==> config.mk <==
export PLATFORM = sky130hd
export DESIGN_NAME = adbs_sequencer
export DESIGN_NICKNAME = d
export VERILOG_FILES = /design/src/design/adbs_sar_core.v /design/src/design/adbs_sequencer.v
export VERILOG_INCLUDE_DIRS = /design/src /design/src/pkg
export SDC_FILE = /design/constraint.sdc
export NUM_CORES = 1
export LEC_CHECK = 0
export BUFFER_PORTS_ARGS = -buffer_cell sky130_fd_sc_hd__buf_2
export CAP_MARGIN = 20
export CORE_ASPECT_RATIO = 0.75
export CORE_MARGIN = 3
export CORE_UTILIZATION = 50
export CTS_BUF_LIST = sky130_fd_sc_hd__clkbuf_8
export DETAILED_ROUTE_END_ITERATION = 8
export GPL_ROUTABILITY_DRIVEN = 0
export PLACE_DENSITY_LB_ADDON = 0.05
export SLEW_MARGIN = 10
export SYNTH_ARGS = -nofsm -noshare
export SYNTH_HDL_FRONTEND = slang
export SYNTH_SLANG_ARGS = --single-unit
==> constraint.sdc <==
create_clock -name clk -period 7.4 [get_ports clk]
set_clock_uncertainty 0.1 [all_clocks]
set_input_delay 0.74 -clock clk [delete_from_list [all_inputs] [get_ports clk]]
set_output_delay 0.74 -clock clk [all_outputs]
set_load 0.02 [all_outputs]
==> src/pkg/adbs_regs.vh <==
`ifndef ADBS_REGS_VH
`define ADBS_REGS_VH

// Register indices on the plain register port
`define ADBS_A_CTRL      4'h0
`define ADBS_A_CFG       4'h1
`define ADBS_A_ACC       4'h2
`define ADBS_A_PWR       4'h3
`define ADBS_A_TRK       4'h4
`define ADBS_A_RES_L     4'h5
`define ADBS_A_RES_H     4'h6
`define ADBS_A_GT_L      4'h7
`define ADBS_A_GT_H      4'h8
`define ADBS_A_LT_L      4'h9
`define ADBS_A_LT_H      4'ha
`define ADBS_A_STAT      4'hb

// Control register fields
`define ADBS_CTRL_EN     7
`define ADBS_CTRL_BURST  6
`define ADBS_CTRL_DONE   5
`define ADBS_CTRL_BUSY   4
`define ADBS_CTRL_WIN    3
`define ADBS_CTRL_SRC_HI 2
`define ADBS_CTRL_SRC_LO 0

// Start source codes
`define ADBS_SRC_SW      3'h0
`define ADBS_SRC_T0      3'h1
`define ADBS_SRC_T2      3'h2
`define ADBS_SRC_T3      3'h3

// Converter configuration fields
`define ADBS_CFG_DIV_HI  7
`define ADBS_CFG_DIV_LO  3
`define ADBS_CFG_8B      2
`define ADBS_CFG_DT      1
`define ADBS_CFG_GAIN    0

// Accumulator configuration fields
`define ADBS_ACC_12B     7
`define ADBS_ACC_RPT_HI  2
`define ADBS_ACC_RPT_LO  0

// Reset values
`define ADBS_CTRL_RST    8'h00
`define ADBS_CFG_RST     8'hf8
`define ADBS_ACC_RST     8'h00
`define ADBS_PWR_RST     4'hf
`define ADBS_TRK_RST     6'h1e

// Timing
`define ADBS_CLK_NS      40
`define ADBS_PWR_STEP_NS 400
`define ADBS_PWR_STEP_CYC ((`ADBS_PWR_STEP_NS + `ADBS_CLK_NS - 1) / `ADBS_CLK_NS)
`define ADBS_DLY_TRACK   7'h03

`endif

==> src/design/adbs_sar_core.v <==
`timescale 1ns/1ns
`default_nettype none

module adbs_sar_core (
  input  wire       clk,
  input  wire       sys_rst,
  input  wire       tick,
  input  wire       start,
  input  wire       eight_bit,
  input  wire       cmp_above,
  output reg  [9:0] dac_code,
  output reg        done,
  output reg  [9:0] result
);

  reg  [9:0] mask_reg;
  reg        run_reg;
  wire [9:0] kept = cmp_above ? dac_code : (dac_code & ~mask_reg);
  wire [9:0] mask_next = {1'b0, mask_reg[9:1]};
  // 8-bit mode stops after bit 2, two bit clocks sooner
  wire       last = (mask_next == 10'h000) || (eight_bit && mask_reg == 10'h004);

  always @(posedge clk) begin
    if (sys_rst) begin
      dac_code <= 10'h000;
      mask_reg <= 10'h000;
      run_reg  <= 1'b0;
      done     <= 1'b0;
      result   <= 10'h000;
    end else begin
      done <= 1'b0;
      if (start) begin
        run_reg  <= 1'b1;
        mask_reg <= 10'h200;
        dac_code <= 10'h200;
      end else if (run_reg && tick) begin
        if (last) begin
          run_reg  <= 1'b0;
          done     <= 1'b1;
          result   <= kept;
          dac_code <= kept;
        end else begin
          mask_reg <= mask_next;
          dac_code <= kept | mask_next;
        end
      end
    end
  end

endmodule // adbs_sar_core

`default_nettype wire

==> src/design/adbs_sequencer.v <==
`timescale 1ns/1ns
`default_nettype none
`include "adbs_regs.vh"

module adbs_sequencer (
  input  wire       clk,
  input  wire       sys_rst,
  input  wire [3:0] reg_addr,
  input  wire [7:0] reg_wdata,
  input  wire       reg_wr,
  input  wire       reg_rd,
  output reg  [7:0] reg_rdata,
  input  wire       timer0_ovf,
  input  wire       timer2_ovf,
  input  wire       timer3_ovf,
  input  wire       ext_start_pin,
  input  wire       cmp_above,
  output reg        analog_power_on,
  output reg        track_on,
  output wire [9:0] dac_code,
  output reg  [1:0] ref_level_sel,
  output reg  [1:0] element_rotate,
  output reg        gain_half,
  output reg        conversion_done_flag,
  output reg        window_flag
);

  localparam S_IDLE  = 3'd0;
  localparam S_PWRUP = 3'd1;
  localparam S_TRACK = 3'd2;
  localparam S_CONV  = 3'd3;
  localparam S_WAIT  = 3'd4;
  localparam S_END   = 3'd5;

  // Software state
  reg  [7:0]  ctrl_reg;
  reg  [7:0]  cfg_reg;
  reg  [7:0]  acc_cfg_reg;
  reg  [3:0]  pwr_reg;
  reg  [5:0]  trk_reg;
  reg  [15:0] gt_reg;
  reg  [15:0] lt_reg;
  reg  [15:0] result_reg;

  // Sequencer state
  reg  [2:0]  state_reg;
  reg  [2:0]  state_next;
  reg  [15:0] sum_reg;
  reg  [6:0]  count_reg;
  reg  [7:0]  pu_cnt_reg;
  reg  [6:0]  trk_cnt_reg;
  reg  [4:0]  div_cnt_reg;
  reg         conv_start_reg;
  reg         ext_s1_reg;
  reg         ext_s2_reg;
  reg         ext_s3_reg;

  wire        conv_en    = ctrl_reg[`ADBS_CTRL_EN];
  wire        burst_en   = ctrl_reg[`ADBS_CTRL_BURST];
  wire [2:0]  src_sel    = ctrl_reg[`ADBS_CTRL_SRC_HI:`ADBS_CTRL_SRC_LO];
  wire [4:0]  sar_div    = cfg_reg[`ADBS_CFG_DIV_HI:`ADBS_CFG_DIV_LO];
  wire        eight_bit  = cfg_reg[`ADBS_CFG_8B];
  wire        dly_track  = cfg_reg[`ADBS_CFG_DT];
  wire        twelve_bit = acc_cfg_reg[`ADBS_ACC_12B];
  wire [2:0]  rpt_code   = acc_cfg_reg[`ADBS_ACC_RPT_HI:`ADBS_ACC_RPT_LO];

  // Converter clock tick; in burst it is the block's own timebase, so a burst
  // completes with no help from software regardless of how slowly it runs
  wire        sar_tick   = (div_cnt_reg == 5'h00);

  // Repeat count decode; reserved codes fall back to a single conversion
  reg  [6:0]  rpt_target;
  always @* begin
    case (rpt_code)
      3'h0:    rpt_target = 7'd1;
      3'h1:    rpt_target = 7'd4;
      3'h2:    rpt_target = 7'd8;
      3'h3:    rpt_target = 7'd16;
      3'h4:    rpt_target = 7'd32;
      3'h5:    rpt_target = 7'd64;
      default: rpt_target = 7'd1;
    endcase
  end

  // Power-up delay in clock cycles, rounded up per 400 ns step
  wire [31:0] pu_full = ({28'h0, pwr_reg} + 32'h1) * `ADBS_PWR_STEP_CYC;
  wire [7:0]  pu_load = pu_full[7:0];

  // Tracking length in converter clocks
  wire [6:0]  dly_add   = dly_track ? `ADBS_DLY_TRACK : 7'h00;
  wire [6:0]  trk_load  = burst_en ? ({1'b0, trk_reg} + dly_add) : dly_add;

  // Start sources
  wire        sw_start  = reg_wr && (reg_addr == `ADBS_A_CTRL) &&
                          reg_wdata[`ADBS_CTRL_BUSY] && (src_sel == `ADBS_SRC_SW);
  wire        ext_rise  = ext_s2_reg && !ext_s3_reg;
  reg         start_req;
  always @* begin
    case (src_sel)
      `ADBS_SRC_SW: start_req = sw_start;
      `ADBS_SRC_T0: start_req = timer0_ovf;
      `ADBS_SRC_T2: start_req = timer2_ovf;
      `ADBS_SRC_T3: start_req = timer3_ovf;
      default:      start_req = ext_rise;
    endcase
  end

  // Starts are only taken when idle; the source is expected to space them
  wire        start_take = start_req && (state_reg == S_IDLE);

  wire        core_done;
  wire [9:0]  core_result;
  wire [15:0] sum_add    = sum_reg + {6'h00, core_result};
  wire [6:0]  count_inc  = count_reg + 7'd1;
  wire        series_end = (count_inc >= rpt_target);
  wire        in_window  = (sum_add >= gt_reg) && (sum_add <= lt_reg);

  adbs_sar_core u_core (
    .clk       (clk),
    .sys_rst   (sys_rst),
    .tick      (sar_tick),
    .start     (conv_start_reg),
    .eight_bit (eight_bit),
    .cmp_above (cmp_above),
    .dac_code  (dac_code),
    .done      (core_done),
    .result    (core_result)
  );

  always @* begin
    state_next = state_reg;
    case (state_reg)
      S_IDLE: begin
        if (start_take) begin
          if (burst_en && !analog_power_on)
            state_next = S_PWRUP;
          else if (trk_load != 7'h00)
            state_next = S_TRACK;
          else
            state_next = S_CONV;
        end
      end
      S_PWRUP: begin
        if (pu_cnt_reg == 8'h01)
          state_next = (trk_load != 7'h00) ? S_TRACK : S_CONV;
      end
      S_TRACK: begin
        if (sar_tick && trk_cnt_reg == 7'h01)
          state_next = S_CONV;
      end
      S_CONV: begin
        state_next = S_WAIT;
      end
      S_WAIT: begin
        if (core_done) begin
          if (series_end)
            state_next = S_END;
          else if (burst_en)
            state_next = (trk_load != 7'h00) ? S_TRACK : S_CONV;
          else
            state_next = S_IDLE;
        end
      end
      S_END: begin
        state_next = S_IDLE;
      end
      default: begin
        state_next = S_IDLE;
      end
    endcase
  end

  // Sequencer datapath
  always @(posedge clk) begin
    if (sys_rst) begin
      state_reg      <= S_IDLE;
      sum_reg        <= 16'h0000;
      count_reg      <= 7'h00;
      pu_cnt_reg     <= 8'h00;
      trk_cnt_reg    <= 7'h00;
      div_cnt_reg    <= 5'h00;
      conv_start_reg <= 1'b0;
      ext_s1_reg     <= 1'b0;
      ext_s2_reg     <= 1'b0;
      ext_s3_reg     <= 1'b0;
      result_reg     <= 16'h0000;
    end else begin
      state_reg      <= state_next;
      ext_s1_reg     <= ext_start_pin;
      ext_s2_reg     <= ext_s1_reg;
      ext_s3_reg     <= ext_s2_reg;
      conv_start_reg <= (state_next == S_CONV);
      div_cnt_reg    <= sar_tick ? sar_div : div_cnt_reg - 5'h01;
      if (state_reg == S_IDLE && start_take) begin
        pu_cnt_reg  <= pu_load;
        trk_cnt_reg <= trk_load;
        if (burst_en || count_reg == 7'h00) begin
          sum_reg   <= 16'h0000;
          count_reg <= 7'h00;
        end
      end
      if (state_reg == S_PWRUP && pu_cnt_reg != 8'h00)
        pu_cnt_reg <= pu_cnt_reg - 8'h01;
      if (state_reg == S_TRACK && sar_tick && trk_cnt_reg != 7'h00)
        trk_cnt_reg <= trk_cnt_reg - 7'h01;
      if (state_reg == S_WAIT && core_done) begin
        // Twelve-bit result is simply the running sum of the 10-bit results, as many as the repeat count sets
        sum_reg     <= sum_add;
        trk_cnt_reg <= trk_load;
        if (series_end) begin
          result_reg <= sum_add;
          count_reg  <= 7'h00;
        end else begin
          count_reg  <= count_inc;
        end
      end
    end
  end

  // Analog controls
  always @(posedge clk) begin
    if (sys_rst) begin
      analog_power_on <= 1'b0;
      track_on        <= 1'b0;
      ref_level_sel   <= 2'h0;
      element_rotate  <= 2'h0;
      gain_half       <= 1'b1;
    end else begin
      gain_half <= ~cfg_reg[`ADBS_CFG_GAIN];
      track_on  <= (state_next == S_TRACK) || (state_next == S_PWRUP);
      if (!burst_en)
        analog_power_on <= conv_en;
      else if (state_next != S_IDLE)
        analog_power_on <= 1'b1;
      else if (state_reg == S_END || state_reg == S_IDLE)
        analog_power_on <= conv_en;
      if (twelve_bit) begin
        ref_level_sel  <= count_reg[1:0];
        element_rotate <= count_reg[1:0] + 2'h1;
      end else begin
        ref_level_sel  <= 2'h0;
        element_rotate <= 2'h0;
      end
    end
  end

  // Flags: a hardware set wins over a software write in the same cycle
  wire done_set = (state_reg == S_WAIT) && core_done && series_end;
  wire win_set  = done_set && in_window;
  wire ctrl_wr  = reg_wr && (reg_addr == `ADBS_A_CTRL);

  always @(posedge clk) begin
    if (sys_rst) begin
      conversion_done_flag <= 1'b0;
      window_flag          <= 1'b0;
    end else begin
      if (done_set)
        conversion_done_flag <= 1'b1;
      else if (ctrl_wr)
        conversion_done_flag <= reg_wdata[`ADBS_CTRL_DONE];
      if (win_set)
        window_flag <= 1'b1;
      else if (ctrl_wr)
        window_flag <= reg_wdata[`ADBS_CTRL_WIN];
    end
  end

  // Register writes
  always @(posedge clk) begin
    if (sys_rst) begin
      ctrl_reg    <= `ADBS_CTRL_RST;
      cfg_reg     <= `ADBS_CFG_RST;
      acc_cfg_reg <= `ADBS_ACC_RST;
      pwr_reg     <= `ADBS_PWR_RST;
      trk_reg     <= `ADBS_TRK_RST;
      gt_reg      <= 16'hffff;
      lt_reg      <= 16'h0000;
    end else if (reg_wr) begin
      case (reg_addr)
        `ADBS_A_CTRL: ctrl_reg    <= {reg_wdata[7:6], 3'h0, reg_wdata[2:0]};
        `ADBS_A_CFG:  cfg_reg     <= reg_wdata;
        `ADBS_A_ACC:  acc_cfg_reg <= {reg_wdata[7], 4'h0, reg_wdata[2:0]};
        `ADBS_A_PWR:  pwr_reg     <= reg_wdata[3:0];
        `ADBS_A_TRK:  trk_reg     <= reg_wdata[5:0];
        `ADBS_A_GT_L: gt_reg[7:0]  <= reg_wdata;
        `ADBS_A_GT_H: gt_reg[15:8] <= reg_wdata;
        `ADBS_A_LT_L: lt_reg[7:0]  <= reg_wdata;
        `ADBS_A_LT_H: lt_reg[15:8] <= reg_wdata;
        default: ;
      endcase
    end
  end

  // Register reads, data one cycle after the strobe
  reg [7:0] rd_mux;
  always @* begin
    case (reg_addr)
      `ADBS_A_CTRL:  rd_mux = {ctrl_reg[7:6], conversion_done_flag,
                              (state_reg != S_IDLE), window_flag, ctrl_reg[2:0]};
      `ADBS_A_CFG:   rd_mux = cfg_reg;
      `ADBS_A_ACC:   rd_mux = acc_cfg_reg;
      `ADBS_A_PWR:   rd_mux = {4'h0, pwr_reg};
      `ADBS_A_TRK:   rd_mux = {2'h0, trk_reg};
      `ADBS_A_RES_L: rd_mux = eight_bit ? 8'h00 : result_reg[7:0];
      `ADBS_A_RES_H: rd_mux = result_reg[15:8];
      `ADBS_A_GT_L:  rd_mux = gt_reg[7:0];
      `ADBS_A_GT_H:  rd_mux = gt_reg[15:8];
      `ADBS_A_LT_L:  rd_mux = lt_reg[7:0];
      `ADBS_A_LT_H:  rd_mux = lt_reg[15:8];
      `ADBS_A_STAT:  rd_mux = {3'h0, analog_power_on, track_on, state_reg};
      default:       rd_mux = 8'h00;
    endcase
  end

  always @(posedge clk) begin
    if (sys_rst)
      reg_rdata <= 8'h00;
    else if (reg_rd)
      reg_rdata <= rd_mux;
    else
      reg_rdata <= 8'h00;
  end

endmodule // adbs_sequencer

`default_nettype wire

==> impl_metrics.sql <==
INSERT INTO impl_metrics (metric_group, metric, value, unit) VALUES
('placement', 'dp_hpwl', '20900', 'um'),
('detailed_routing', 'ant_nets', '0', ''),
('cts', 'cts.root.buffer_cell', 'clkbuf_8', ''),
('cts', 'clkTransAtPathRegs', '0.11', 'ns'),
('cts', 'number_of_buffers_on_the_longest_clock_path', '2', ''),
('detailed_routing', 'dr.first_iter.drc_count', '996', ''),
('critical_path', 'path_max_fanout', '4', ''),
('synth', 'synth-edff-count', '0', ''),
('cts', 'clock-sinks', '174', ''),
('placement', 'dp.cells', '1433', ''),
('synth', 'synthesis.instances', '1203', ''),
('cells_and_area', 'stdcell_count', '1466', ''),
('sta', 'timing.max_slew.rel_slack', '0.311', ''),
('critical_path', 'worst-setup-path-type', 'register to register', ''),
('sta', 'report.final.hold_viol_count', '0', ''),
('sta', 'rsz0062_at_grt', 'no', ''),
('cts', 'cts_made_buffers', '17', ''),
('detailed_routing', 'wl_per_cell', '19.6', 'um'),
('detailed_routing', 'drc', '0', ''),
('placement', 'port_buffers', '47', ''),
('critical_path', 'timing.critical_path.cells', 'ha_1 > a211oi_1 > o21ai_0 > a21oi_1 > o2bb2ai_1 > xor2_1 > ha_1 > nand4_1 > or4_1 > o32ai_1 > a31oi_1 > o41ai_1', ''),
('synth', 'syn-num-nets', '1290', ''),
('synth', 'async_reset_ff_frac', '0', ''),
('critical_path', 'data_arrival_time_of_the_critical_path', '4.24', 'ns'),
('critical_path', 'kind_of_capture_point_of_the_worst_setup_path', 'register', ''),
('synth', 'share_of_synthesized_area_occupied_by_flip_flops_and_latches', '0.360', ''),
('sta', 'maxSlewViolCount', '0', ''),
('cells_and_area', 'area_growth_from_synthesis_to_layout', '7.97', '%'),
('sta', 'fin_tns_setup', '0', 'ns'),
('cells_and_area', 'final_cell_mix', 'dfxtp_1 (174), nand2_1 (173), nor2_1 (105)', ''),
('synth', 'syn_avg_cell_area', '8.05', 'sq um'),
('power', 'total_leakage_power', '4.32', 'nW'),
('job', 'drv.max_cap_violation_count', '0', ''),
('cts', 'count_of_cells_resized_by_post_cts_repair', '0', ''),
('cells_and_area', 'ant_diodes', '0', ''),
('detailed_routing', 'first_pass_iters', '5', ''),
('cts', 'clock_latency', '0.48', 'ns'),
('detailed_routing', 'via_per_inst', '6.06', ''),
('grt', 'pin_count_of_the_biggest_net_entering_global_routing', '67', ''),
('sta', 'final-setup-viol-count', '0', ''),
('floorplanning', 'fp.dieArea', '21100', 'sq um'),
('synth', 'syn-cell-area', '9690', 'sq um'),
('sta', 'max_slew.worst_pin.slew', '1.03', 'ns'),
('grt', 'globalRoute.totalOverflow', '0', ''),
('floorplanning', 'core_region_area', '18700', 'sq um'),
('critical_path', 'delay_of_the_slowest_cell_on_the_worst_path', '0.56', 'ns'),
('floorplanning', 'ioPinCount', '48', ''),
('sta', 'timing.final.crit_share', '0.536', ''),
('cells_and_area', 'layout.cells.most_common', 'dfxtp_1', ''),
('synth', 'synth-warning-count', '0', ''),
('critical_path', 'worst-endpoint-required', '7.67', 'ns'),
('detailed_routing', 'routed_wirelength', '28800', 'um'),
('power', 'power-per-cell-area', '187', 'nW/um^2'),
('synth', 'synth.lib_cells_used.distinct', '70', ''),
('grt', 'grt_first_pass_wirelength', '45700', 'um'),
('sta', 'period_needed', '3.97', 'ns'),
('power', 'irDropWorstVdd', '0.161', 'mV'),
('placement', 'pre_cts_slack', '3.59', 'ns'),
('floorplanning', 'start_util', '0.517', ''),
('cts', 'post-cts-setup-buffers', '0', ''),
('cts', 'cts-htree-levels', '4', ''),
('min_path', 'hp-class', 'register to register', ''),
('run_status', 'status', 'completed', ''),
('synth', 'ys_dominant_reg_cell', 'dfxtp_1', ''),
('grt', 'via_count_of_the_first_global_routing_pass', '8119', ''),
('cts', 'cts-hold-fix-buffers', '0', ''),
('synth', 'ys_ff_latch', '174', ''),
('cells_and_area', 'layout.nets', '1293', ''),
('floorplanning', 'die_width', '167', 'um'),
('sta', 'fmax', '252', 'MHz'),
('cts', 'cts_tree', 'done', ''),
('critical_path', 'cp-start-kind', 'register', ''),
('floorplanning', 'placement_rows', '43', ''),
('grt', 'grt_usage', '0.273', ''),
('grt', 'initial_antenna_violation_count', '0', ''),
('critical_path', 'critical-path-top-cell-by-count', 'ha_1', ''),
('power', 'finalPower', '1.95', 'mW'),
('critical_path', 'worst_path_max_delay_cell', 'or4_1', ''),
('sta', 'worst_case_setup_margin_in_the_final_layout', '3.43', 'ns'),
('cells_and_area', 'proportion_of_layout_cells_with_a_drive_suffix_above_1', '0.0902', ''),
('floorplanning', 'fp.dieH', '127', 'um'),
('detailed_routing', 'num_vias', '8888', '');
## area by class of cell
type / instances / area [sq um]
multi-input cells: 904 / 5720
repair buffers: 53 / 303
flip-flops and latches: 174 / 3480
fillers: 1804 / 8260
well taps: 247 / 309
clock inverters: 15 / 195
clock buffers: 17 / 234
inverters: 56 / 210
## synthesized netlist by cell type, types with 4 or more instances
| library cell | n | area, sq um |
|---|---|---|
| a211oi_1 | 13 | 97.6 |
| a21o_1 | 12 | 90.1 |
| a21oi_1 | 96 | 480 |
| a221oi_1 | 7 | 61.3 |
| a22oi_1 | 21 | 158 |
| a311o_1 | 4 | 40.0 |
| a311oi_1 | 4 | 35.0 |
| a31oi_1 | 19 | 119 |
| and2_1 | 11 | 68.8 |
| and3_1 | 13 | 81.3 |
| buf_1 | 6 | 22.5 |
| buf_2 | 11 | 55.1 |
| clkbuf_1 | 51 | 191 |
| dfxtp_1 | 174 | 3480 |
| ha_1 | 63 | 788 |
| inv_1 | 56 | 210 |
| mux2_2 | 7 | 78.8 |
| mux2i_1 | 44 | 440 |
| nand2_1 | 173 | 649 |
| nand2b_1 | 18 | 113 |
| nand3_1 | 55 | 275 |
| nand3b_1 | 9 | 67.6 |
| nand4_1 | 11 | 68.8 |
| nor2_1 | 105 | 394 |
| nor2b_1 | 19 | 119 |
| nor3_1 | 23 | 115 |
| nor4_1 | 10 | 62.6 |
| o211ai_1 | 21 | 158 |
| o21a_1 | 12 | 90.1 |
| o21ai_0 | 35 | 175 |
| or2_2 | 5 | 31.3 |
| or3_1 | 8 | 50.1 |
| xnor2_1 | 14 | 123 |
| xor2_1 | 10 | 87.6 |
## power breakdown
group          leakage [nW]  total [mW]  internal, mW  switching, mW
logic                  2.70       0.243        0.0874          0.155
clock network         0.216       0.713         0.292          0.421
registers              1.41       0.998         0.966         0.0321
total                  4.32        1.95          1.34          0.609
## kinds of logic after synthesis
| family | count (synthesis) | synth area share |
|---|---|---|
| and+or+nand+nor | 478 | 0.233 |
| AOI/OAI and AO/OA | 284 | 0.192 |
| DFF | 174 | 0.360 |
| buffers and inverters | 125 | 0.0502 |
| adders and majority gates | 66 | 0.0876 |
| muxes | 52 | 0.0559 |
| xor gates and xnor gates | 24 | 0.0217 |
## worst max-delay path: cells and delay by family (launching register included)
kind / cells / cell delay, ns
AO/OA/AOI/OAI: 7 / 1.86
adder cells (fa/ha/maj): 2 / 0.64
XOR/XNOR: 1 / 0.22
flip-flops: 1 / 0.34
AND/OR/NAND/NOR: 2 / 0.68
## final timing paths
path	start	end	slack, ns	cells past startpoint
max	sum_reg[1]$_SDFFE_PP0P_	window_flag$_SDFFE_PP0P_	3.43	12
min	u_core.result[0]$_SDFFE_PP0P_	u_core.result[0]$_SDFFE_PP0P_	0.36	2
max reg2reg	sum_reg[1]$_SDFFE_PP0P_	window_flag$_SDFFE_PP0P_	3.43	12
min reg2reg	u_core.result[0]$_SDFFE_PP0P_	u_core.result[0]$_SDFFE_PP0P_	0.36	2
## per-stage QoR
step           hold WS, ns  utilization  area [sq um]
4_1_cts              0.361        0.557         10400
6_report             0.364        0.559         10500
3_5_place_dp         0.338        0.534         10000
5_1_grt              0.381        0.559         10500
2_1_floorplan        0.271            -          9690
3_3_place_gp         0.331        0.534         10000
## routing by layer
metal | up-vias | GRT usage | share of wire
li1 | 4290 | - | -
met1 | 4181 | 0.416 | 0.48
met2 | 367 | 0.376 | 0.40
met3 | 50 | 0.0679 | 0.096
met4 | 0 | 0.0824 | 0.023
met5 | - | 0 | 0
Power figures use the tool's default switching activity.
